$ cat src/wdsr_map.svh
`ifndef WDSR_MAP_SVH
`define WDSR_MAP_SVH
// Register indices; the byte address is four times the index
`define WDSR_IDX_SMR      4'hb
`define WDSR_IDX_WDM      4'hf
// Reset values
`define WDSR_WDM_RST      8'h08
`define WDSR_SMR_RST      8'h00
`define WDSR_RDATA_RST    32'h0000_0000
// Write window: 60 processor cycles, two crystal clocks each
`define WDSR_WIN_PROC     60
`define WDSR_CRYSTAL_CLOCK_PER_PROC 2
`define WDSR_WIN_LAST     7'((`WDSR_WIN_PROC * `WDSR_CRYSTAL_CLOCK_PER_PROC) - 1)
`define WDSR_WIN_ZERO     7'h00
`define WDSR_WIN_ONE      7'h01
// Watchdog terminal counts in RC ticks, one per tap
`define WDSR_TERM0        16'h03ff
`define WDSR_TERM1        16'h0fff
`define WDSR_TERM2        16'h3fff
`define WDSR_TERM3        16'hffff
// Core reset hold after an internal reset, in crystal clocks
`define WDSR_DLY_SHORT    11'h00f
`define WDSR_DLY_LONG     11'h3ff
// Condition flags left by the refresh instruction: {z, s, v}
`define WDSR_REFRESH_FLAGS 3'h0
`endif

$ cat src/wdsr_pkg.sv
package wdsr_pkg;
    typedef struct packed {
        logic [3:0] rsvd;
        logic       stop_act;
        logic       halt_act;
        logic [1:0] tap;
    } wdsr_wdm_t;

    typedef struct packed {
        logic       rec_flag;
        logic       wake_pol;
        logic       long_dly;
        logic [2:0] src;
        logic       rsvd;
        logic       div16;
    } wdsr_smr_t;

    typedef enum logic [1:0] {
        WIN_WAIT   = 2'b00,
        WIN_OPEN   = 2'b01,
        WIN_CLOSED = 2'b10
    } wdsr_win_t;

    typedef struct packed {
        logic [1:0]  rc_sync;
        logic        rc_prev;
        logic [7:0]  wake_s1;
        logic [7:0]  wake_s2;
        logic        ack;
        logic [31:0] rdata;
        wdsr_wdm_t   wdm;
        wdsr_smr_t   stop_recovery_control;
        wdsr_win_t   win;
        logic [6:0]  win_cnt;
        logic        wdt_en;
        logic        strap_done;
        logic        strap;
        logic        flags_we;
        logic [2:0]  flags;
    } wdsr_top_st_t;
endpackage

$ cat src/wdsr_ctl_if.sv
`timescale 1ns/1ps
`default_nettype none
interface wdsr_ctl_if
    import wdsr_pkg::*;
    ();
    logic       rc_tick;
    logic       refresh;
    logic       wdt_en;
    wdsr_wdm_t  wdm;
    wdsr_smr_t  stop_recovery_control;
    logic       halt;
    logic       stop;
    logic [7:0] wake_lvl;
    logic       timeout;
    logic       core_reset;
    logic       rec_flag;
    modport top (output rc_tick, refresh, wdt_en, wdm, stop_recovery_control, halt, stop,
                 wake_lvl, input timeout, core_reset, rec_flag);
    modport wdt (input rc_tick, refresh, wdt_en, wdm, halt, stop,
                 core_reset, output timeout);
    modport rec (input stop_recovery_control, stop, wake_lvl, timeout,
                 output core_reset, rec_flag);
endinterface
`default_nettype wire

$ cat src/wdsr_wdt.sv
`timescale 1ns/1ps
`default_nettype none
`include "wdsr_map.svh"
module wdsr_wdt
    import wdsr_pkg::*;
(
    input  wire logic sys_clk_in,
    input  wire logic rst_b_in,
    wdsr_ctl_if.wdt   ctl
);
    typedef struct packed {
        logic [15:0] cnt;
        logic        timeout;
    } wdsr_wdt_st_t;

    wdsr_wdt_st_t q;
    wdsr_wdt_st_t d;
    logic         gate;

    function automatic logic [15:0] term_of(input logic [1:0] tap);
        logic [15:0] t;
        unique case (tap)
            2'h0: t = `WDSR_TERM0;
            2'h1: t = `WDSR_TERM1;
            2'h2: t = `WDSR_TERM2;
            2'h3: t = `WDSR_TERM3;
        endcase
        return t;
    endfunction

    assign ctl.timeout = q.timeout;

    always_comb begin
        d = q;
        d.timeout = 1'b0;
        gate = ~(ctl.halt & ~ctl.wdm.halt_act)
             & ~(ctl.stop & ~ctl.wdm.stop_act);
        if (ctl.core_reset || !ctl.wdt_en || ctl.refresh) begin
            d.cnt = 16'h0000;
        end else if (ctl.rc_tick && gate) begin
            if (q.cnt == term_of(ctl.wdm.tap)) begin
                d.timeout = 1'b1;
                d.cnt = 16'h0000;
            end else begin
                d.cnt = q.cnt + 16'h0001;
            end
        end
    end

    always_ff @(posedge sys_clk_in or negedge rst_b_in) begin
        if (!rst_b_in) begin
            q <= '0;
        end else begin
            q <= d;
        end
    end
endmodule
`default_nettype wire

$ cat src/wdsr_rec.sv
`timescale 1ns/1ps
`default_nettype none
`include "wdsr_map.svh"
module wdsr_rec
    import wdsr_pkg::*;
(
    input  wire logic sys_clk_in,
    input  wire logic rst_b_in,
    wdsr_ctl_if.rec   ctl
);
    typedef struct packed {
        logic        flag;
        logic        rst;
        logic [10:0] dly;
    } wdsr_rec_st_t;

    wdsr_rec_st_t q;
    wdsr_rec_st_t d;
    logic         wake;

    assign ctl.core_reset = q.rst;
    assign ctl.rec_flag   = q.flag;

    always_comb begin
        d = q;
        wake = ctl.stop & ~q.rst
             & (ctl.wake_lvl[ctl.stop_recovery_control.src] == ctl.stop_recovery_control.wake_pol);
        if (q.rst) begin
            if (q.dly == 11'h000) begin
                d.rst = 1'b0;
            end else begin
                d.dly = q.dly - 11'h001;
            end
        end else if (wake || ctl.timeout) begin
            d.rst = 1'b1;
            d.dly = (wake && ctl.stop_recovery_control.long_dly) ? `WDSR_DLY_LONG
                                               : `WDSR_DLY_SHORT;
        end
        if (wake) begin
            d.flag = 1'b1;
        end
    end

    always_ff @(posedge sys_clk_in or negedge rst_b_in) begin
        if (!rst_b_in) begin
            q <= '0;
        end else begin
            q <= d;
        end
    end
endmodule
`default_nettype wire

$ cat src/wdsr_top.sv
// Function
// - Watchdog is a retriggerable one-shot that resets the core at terminal count.
// - Watchdog stays idle until the first refresh instruction enables it.
// - Each later refresh restarts the watchdog count from zero.
// - Watchdog counter advances on the on-chip RC oscillator.
// - Refresh instruction also updates the zero, sign and overflow flags.
// - Mode bits 1:0 select the counter tap setting the timeout.
// - Mode bit 2 keeps the watchdog counting during halt.
// - Mode bit 3 keeps the watchdog counting in stop; resets to one.
// - Mode bits 7:4 are reserved and do nothing.
// - Mode register writable only 120 clocks after first instruction.
// - After the window closes, mode writes are ignored until reset.
// - Mode register is write-only; reads return nothing useful.
// - One-time option lets the watchdog run straight after power-on.
// - Recovery register is write-only except read-only bit 7.
// - Bit 7 flag set by stop recovery, cleared only by power-on.
// - Bit 6 picks the wake level at the recovery source.
// - Bit 5 picks the reset delay length after recovery.
// - Bits 4:2 pick which source triggers stop recovery.
// - Bit 0 divides system and timer clocks by 16.
//
// Design decision made here: the Avalon-MM interface to the registers.
`timescale 1ns/1ps
`default_nettype none
`include "wdsr_map.svh"
module wdsr_top
    import wdsr_pkg::*;
(
    input  wire logic        sys_clk_in,
    input  wire logic        rst_b_in,
    input  wire logic [3:0]  avs_address_in,
    input  wire logic        avs_read_in,
    input  wire logic        avs_write_in,
    input  wire logic [31:0] avs_writedata_in,
    output logic      [31:0] avs_readdata_out,
    output logic             avs_waitrequest_out,
    input  wire logic        refresh_in,
    input  wire logic        first_instr_in,
    input  wire logic        halt_in,
    input  wire logic        stop_in,
    input  wire logic        rc_clk_in,
    input  wire logic [7:0]  wake_src_in,
    input  wire logic        wdt_at_por_in,
    output logic             core_reset_out,
    output logic             flags_we_out,
    output logic      [2:0]  flags_out,
    output logic             clk_div16_out,
    output logic             wdt_running_out
);
    wdsr_top_st_t q;
    wdsr_top_st_t d;
    logic         req;
    logic         take;
    wdsr_ctl_if   ctl ();

    function automatic logic hit(input logic [3:0] a,
                                 input logic [3:0] idx);
        return a == idx;
    endfunction

    wdsr_wdt u_wdt (
        .sys_clk_in (sys_clk_in),
        .rst_b_in   (rst_b_in),
        .ctl        (ctl.wdt)
    );

    wdsr_rec u_rec (
        .sys_clk_in (sys_clk_in),
        .rst_b_in   (rst_b_in),
        .ctl        (ctl.rec)
    );

    assign req  = avs_read_in | avs_write_in;
    assign take = req & q.ack;

    // One wait state on every access
    assign avs_waitrequest_out = req & ~q.ack;
    assign avs_readdata_out    = q.rdata;

    assign ctl.rc_tick  = q.rc_sync[1] & ~q.rc_prev;
    assign ctl.refresh  = refresh_in;
    assign ctl.wdt_en   = q.wdt_en;
    assign ctl.wdm      = q.wdm;
    assign ctl.stop_recovery_control      = q.stop_recovery_control;
    assign ctl.halt     = halt_in;
    assign ctl.stop     = stop_in;
    assign ctl.wake_lvl = q.wake_s2;

    assign core_reset_out  = ctl.core_reset;
    assign flags_we_out    = q.flags_we;
    assign flags_out       = q.flags;
    assign clk_div16_out   = q.stop_recovery_control.div16;
    assign wdt_running_out = q.wdt_en;

    always_comb begin
        d = q;
        d.rc_sync  = {q.rc_sync[0], rc_clk_in};
        d.rc_prev  = q.rc_sync[1];
        d.wake_s1  = wake_src_in;
        d.wake_s2  = q.wake_s1;
        d.flags_we = 1'b0;
        d.ack      = req & ~q.ack;

        // Option strap is caught on the first clock after power-on
        if (!q.strap_done) begin
            d.strap_done = 1'b1;
            d.strap      = wdt_at_por_in;
            d.wdt_en     = wdt_at_por_in;
        end

        if (refresh_in) begin
            d.wdt_en   = 1'b1;
            d.flags_we = 1'b1;
            d.flags    = `WDSR_REFRESH_FLAGS;
        end

        if (avs_read_in && !q.ack) begin
            if (hit(avs_address_in, `WDSR_IDX_SMR)) begin
                d.rdata = {24'h00_0000, ctl.rec_flag, 7'h00};
            end else begin
                d.rdata = `WDSR_RDATA_RST;
            end
        end

        if (avs_write_in && take) begin
            if (hit(avs_address_in, `WDSR_IDX_WDM)
                && q.win == WIN_OPEN) begin
                d.wdm = avs_writedata_in[7:0];
            end
            if (hit(avs_address_in, `WDSR_IDX_SMR)) begin
                d.stop_recovery_control          = avs_writedata_in[7:0];
                d.stop_recovery_control.rec_flag = 1'b0;
                d.stop_recovery_control.rsvd     = 1'b0;
            end
        end

        unique case (q.win)
            WIN_WAIT: begin
                if (first_instr_in) begin
                    d.win     = WIN_OPEN;
                    d.win_cnt = `WDSR_WIN_ZERO;
                end
            end
            WIN_OPEN: begin
                d.win_cnt = q.win_cnt + `WDSR_WIN_ONE;
                if (q.win_cnt == `WDSR_WIN_LAST) begin
                    d.win = WIN_CLOSED;
                end
            end
            WIN_CLOSED: begin
                d.win = WIN_CLOSED;
            end
            default: begin
                d.win = WIN_WAIT;
            end
        endcase

        // Internal reset reopens the write window, restores the mode register and reloads the enable from the strap
        if (ctl.core_reset) begin
            d.win     = WIN_WAIT;
            d.win_cnt = `WDSR_WIN_ZERO;
            d.wdm     = `WDSR_WDM_RST;
            d.wdt_en  = q.strap;
        end
    end

    always_ff @(posedge sys_clk_in or negedge rst_b_in) begin
        if (!rst_b_in) begin
            q       <= '0;
            q.wdm   <= `WDSR_WDM_RST;
            q.stop_recovery_control   <= `WDSR_SMR_RST;
            q.rdata <= `WDSR_RDATA_RST;
            q.win   <= WIN_WAIT;
        end else begin
            q <= d;
        end
    end
endmodule
`default_nettype wire

$ cat config.mk
export PLATFORM = sky130hd
export DESIGN_NAME = wdsr_top
export DESIGN_NICKNAME = d
export VERILOG_FILES = /design/src/wdsr_pkg.sv /design/src/wdsr_ctl_if.sv /design/src/wdsr_wdt.sv /design/src/wdsr_rec.sv /design/src/wdsr_top.sv
export VERILOG_INCLUDE_DIRS = /design/src
export SDC_FILE = /design/constraint.sdc
export NUM_CORES = 1
export LEC_CHECK = 0
export BUFFER_PORTS_ARGS = -buffer_cell sky130_fd_sc_hd__clkbuf_2
export CAP_MARGIN = 20
export CELL_PAD_IN_SITES_DETAIL_PLACEMENT = 0
export CELL_PAD_IN_SITES_GLOBAL_PLACEMENT = 1
export CORE_ASPECT_RATIO = 0.9
export CORE_MARGIN = 2
export CORE_UTILIZATION = 45
export DETAILED_ROUTE_END_ITERATION = 6
export GPL_TIMING_DRIVEN = 0
export PLACE_DENSITY_LB_ADDON = 0.1
export SETUP_SLACK_MARGIN = 0.1
export SYNTH_ARGS = -nofsm -noshare
export SYNTH_HDL_FRONTEND = slang
export SYNTH_HIERARCHICAL = 1
export SYNTH_SLANG_ARGS = --single-unit
$ cat constraint.sdc
create_clock -name sys_clk_in -period 3.9 [get_ports sys_clk_in]
set_input_delay 0.975 -clock sys_clk_in [delete_from_list [all_inputs] [get_ports sys_clk_in]]
set_output_delay 0.975 -clock sys_clk_in [all_outputs]
set_load 0.01 [all_outputs]
=== After elaboration in Yosys (flattened, before gate mapping) ===
Index checks and enable logic that the tools add are counted.

* Register bits after elaboration: 105
* Bits in latches: 0
* RAM bits: 0
* Bits in read-only memories: 0
* Input bits: 54
* Output and inout bits: 40
* Word-level logic and storage cells: 109
* Memories kept: 0

* $add $sub $neg: 3
* Multipliers: 0
* Divide/modulo/power cells: 0
* Magnitude comparators: 1
* Eq/ne operators: 14
* Shift operators: 0
* Muxes and demuxes: 28
* Bitwise gates (word level): 16
* Reductions and logical operators: 23

{| class="wikitable"
|+ Operator list
! kind !! count
|-
| $mux 16 || 4
|-
| $pmux 16 s4 || 1
|-
| $mux 12 || 3
|-
| $mux 10 || 2
|-
| $mux 17 || 1
|-
| $add 16x1->16 const B || 1
|-
| $eq 16x16->1 || 1
|-
| $pmux 7 s2 || 1
|-
| $mux 4 || 3
|-
| $logic_not 11->1 || 1
|-
| $mux 11 || 1
|-
| $sub 11x1->11 const B || 1
|-
| $reduce_and 2->1 || 5
|-
| $mux 9 || 1
|-
| $and 1x1->1 || 8
|-
| $eq 4x4->1 const B || 2
|-
| $mux 8 || 1
|-
| $reduce_bool 2->1 || 4
|-
| $add 7x1->7 const B || 1
|-
| $eq 7x7->1 const B || 1
|-
| $mux 7 || 1
|-
| $not 1->1 || 7
|-
| $eq 2x2->1 const B || 3
|-
| $ne 3x2->1 const B || 2
|-
| other kinds (16) || 29
|}

=== Longest topological paths before layout ===
* Depth after elaboration: 11
* Gate-level depth with buffers: 7
* Depth with buffers taken out: 7

=== By module ===
The synthesis kept the hierarchy.

{| class="wikitable"
|+ By module, submodules not included
! module !! instances !! cells an instance !! area an instance (µm²) !! seq. area each (µm²)
|-
| wdsr_top || 1 || 178 || 2100.8 || 1202.4
|-
| wdsr_wdt || 1 || 116 || 1014.7 || 425.4
|-
| wdsr_rec || 1 || 90 || 918.4 || 325.3
|}

=== Worst setup path before layout ===
Ideal clock, no wire load.

* Kind: input -> output
* From: in avs_write_in
* To: out avs_waitrequest_out
* Data arrival time: 1.184 ns
* Data required time: 2.925 ns
* Slack: 1.741 ns
* Cell stages on the path: 2
* Path buffers: 0
* Cell sequence: nor2_1 -> nor2_1

* Longest elaborated chain between the ends: 2

{| class="wikitable"
|+ RTL lines
! element !! RTL line !! RTL
|-
| start, declared || wdsr_top.sv:33 || <nowiki>input wire logic avs_write_in,</nowiki>
|-
| $or 1x1->1 || wdsr_top.sv:73 || <nowiki>assign req = avs_read_in | avs_write_in;</nowiki>
|-
| $and 1x1->1 || wdsr_top.sv:77 || <nowiki>assign avs_waitrequest_out = req & ~q.ack;</nowiki>
|-
| end, declared || wdsr_top.sv:36 || <nowiki>output logic avs_waitrequest_out,</nowiki>
|}

No other way between the ends.

=== Worst setup path after layout ===
Ends and elaborated chain as after synthesis.

==> results.sh <==
export IMPL_drt_iter0_drc=94
export IMPL_clkTransAtPathRegs_ns=0.08
export IMPL_min_path_type="reg -> reg"
export IMPL_root_buffer="clkbuf_8"
export IMPL_vias=2793
export IMPL_tightest_slew_ns=0.568
export IMPL_cts_buffers=9
export IMPL_wl_per_cell_um=13.1
export IMPL_layout_commonest_cell="dfrtp_1"
export IMPL_drt_wl_total_um=7510
export IMPL_core_mm2=0.00849
export IMPL_cts_setup_buffers=0
export IMPL_status="finished clean"
export IMPL_grt_pass1_wl_um=12900
export IMPL_cp_max_fo=3
export IMPL_dp_hpwl_um=5340
export IMPL_avgSynthCellArea_um2=10.4
export IMPL_initial_core_util_pct=45.7
export IMPL_die_area_mm2=0.00938
export IMPL_slew_headroom_pct=61.9
export IMPL_whs_ns=0.354
export IMPL_min_period_ns=2.35
export IMPL_drv_cap=0
export IMPL_yosys_warnings=6
export IMPL_critPathArrivalTime_ns=1.38
export IMPL_drtPass1Iterations=4
export IMPL_worstReg2RegStart="ctl.stop_recovery_control[2]$_DFFE_PN0P_"
export IMPL_worst_r2r_setup_slack_ns=1.61
export IMPL_crit_type="in -> out"
export IMPL_worstReg2RegEnd="u_rec/q[4]$_DFFE_PN0P_"
export IMPL_fmax_mhz=425
export IMPL_drc=0
export IMPL_grtUsageTotal_pct=17.7
export IMPL_fp_row_count=32
export IMPL_clock_sinks=74
export IMPL_insertedDiodeCount=0
export IMPL_hold_path_startpoint="d[66]$_DFF_PN0_"
export IMPL_slowest_stage="clkbuf_2"
export IMPL_place_gp_congestion=0.771
export IMPL_rsz0062_at_grt="no"
export IMPL_via_per_inst=4.86
export IMPL_start_kind="input pin"
export IMPL_cts_tree="built"
export IMPL_required_ns=2.92
export IMPL_power_density_mw_per_mm2=468
export IMPL_cts_resized=0
export IMPL_io_pins=94
export IMPL_clock_path_buffers=2
export IMPL_slew_violations=0
export IMPL_finClkSkew_ns=0.0104
export IMPL_end_kind="output port"
export IMPL_worstSkewPairLatency_ns=0.35
export IMPL_cpPeakStageDelay_ns=0.15
export IMPL_hold_end="ctl.wake_lvl[1]$_DFF_PN0_"
export IMPL_chipWidth_um=102
export IMPL_multi_input_area_mm2=0.00180
export IMPL_netlist_area_mm2=0.00388
export IMPL_syn2layout_area_growth_pct=17.4
export IMPL_reg2reg_depth=6
export IMPL_hold_viol_final=0
export IMPL_post_route_cells_drive_above_1_share_pct=23.7
export IMPL_seq_area_mm2=0.00185
export IMPL_leakagePower_nw=2.05
export IMPL_setup_violations=0
export IMPL_fin_crit_sh_pct=60.3
export IMPL_worstPathCellList="clkbuf_2 > nor2_1 > nor2_1 > clkbuf_2"
export IMPL_synth_cells=372
export IMPL_vdd_drop_max_mv=0.235
export IMPL_grt_pass1_vias=2553
export IMPL_overflow=0
export IMPL_finalNetCount=513
export IMPL_ant_nets=0
export IMPL_nFillCells=773
export IMPL_final_cell_mix="73 x dfrtp_1, 35 x buf_4, 35 x conb_1"
export IMPL_port_buffers=34
export IMPL_h_tree_depth=3
export IMPL_place_inst=559
export IMPL_grt_max_degree=45
export IMPL_setup_tns_ns=0
export IMPL_worstHoldPathCells=0
export IMPL_die_y_um=92.1
export IMPL_hold_buffers=0
export IMPL_final_cell_count_no_fill=575
export IMPL_antenna_found_initial=0
-- how the worst max path moves through the flow --
stage	startpoint	end	depth (start not counted)
global route	u_rec/q[0]$_DFFE_PN0P_	u_rec/q[5]$_DFFE_PN0P_	7
finish	avs_write_in	avs_waitrequest_out	4
detailed placement	stop_in	u_wdt/q[6]$_DFFE_PN0P_	7
global placement	rst_b_in	u_wdt/q[6]$_DFFE_PN0P_	1
floorplan	avs_write_in	avs_waitrequest_out	2
CTS	avs_write_in	avs_waitrequest_out	4
-- where the power goes --
| part | internal (mW) | leakage (nW) | switching [mW] |
|---|---|---|---|
| sequential | 0.861 | 0.943 | 0.106 |
| clock | 0.308 | 0.106 | 0.322 |
| combinational | 0.245 | 1.00 | 0.290 |
| total | 1.41 | 2.05 | 0.717 |
-- routing by layer --
metal  GRT usage [%]  part of all wire, %
met1            25.3                   49
met2            25.7                   46
met3            4.73                  4.6
met4            6.22                  1.1
met5               0                    0
-- registers in the layout (all words and copies together) (netlist names) --
| name | count |
|---|---|
| ctl.stop_recovery_control | 5 |
| u_wdt/ctl.timeout | 1 |
| d | 10 |
| ctl.wake_lvl | 8 |
| u_rec/ctl.core_reset | 1 |
| u_rec/ctl.rec_flag | 1 |
| u_wdt/q | 16 |
| wdt_running_out | 1 |
| flags_we_out | 1 |
| clk_div16_out | 1 |
| ctl.wdm | 4 |
| avs_readdata_out | 1 |
| q | 13 |
| u_rec/q | 11 |
-- cell type report --
type | count | area share, %
Inverter | 10 | 0.824
Clock inverter | 7 | 1.87
Buffer | 46 | 6.76
Timing Repair Buffer | 35 | 4.23
Sequential cell | 74 | 40.7
Clock buffer | 9 | 2.72
Tap cell | 119 | 3.27
Multi-Input combinational cell | 275 | 39.6
-- critical path, delay by kind of cell --
family,cells,cell delay (ns)
buf+inv,2,0.25
simple gates,2,0.15
-- per-stage QoR --
step | power, mW | setup WS [ns] | cell area [um2] | utilization (%)
CTS | 2.16 | 1.54 | 4550 | 53.6
detailed placement | 1.52 | 1.40 | 4340 | 51.2
global route | 2.28 | 1.43 | 4550 | 53.6
finish | 2.13 | 1.55 | 4550 | 53.6
floorplan | 1.36 | 1.74 | 4000 | -
global placement | 1.51 | 1.18 | 4320 | 50.9
No activity file was read; power rests on OpenSTA's default activity.
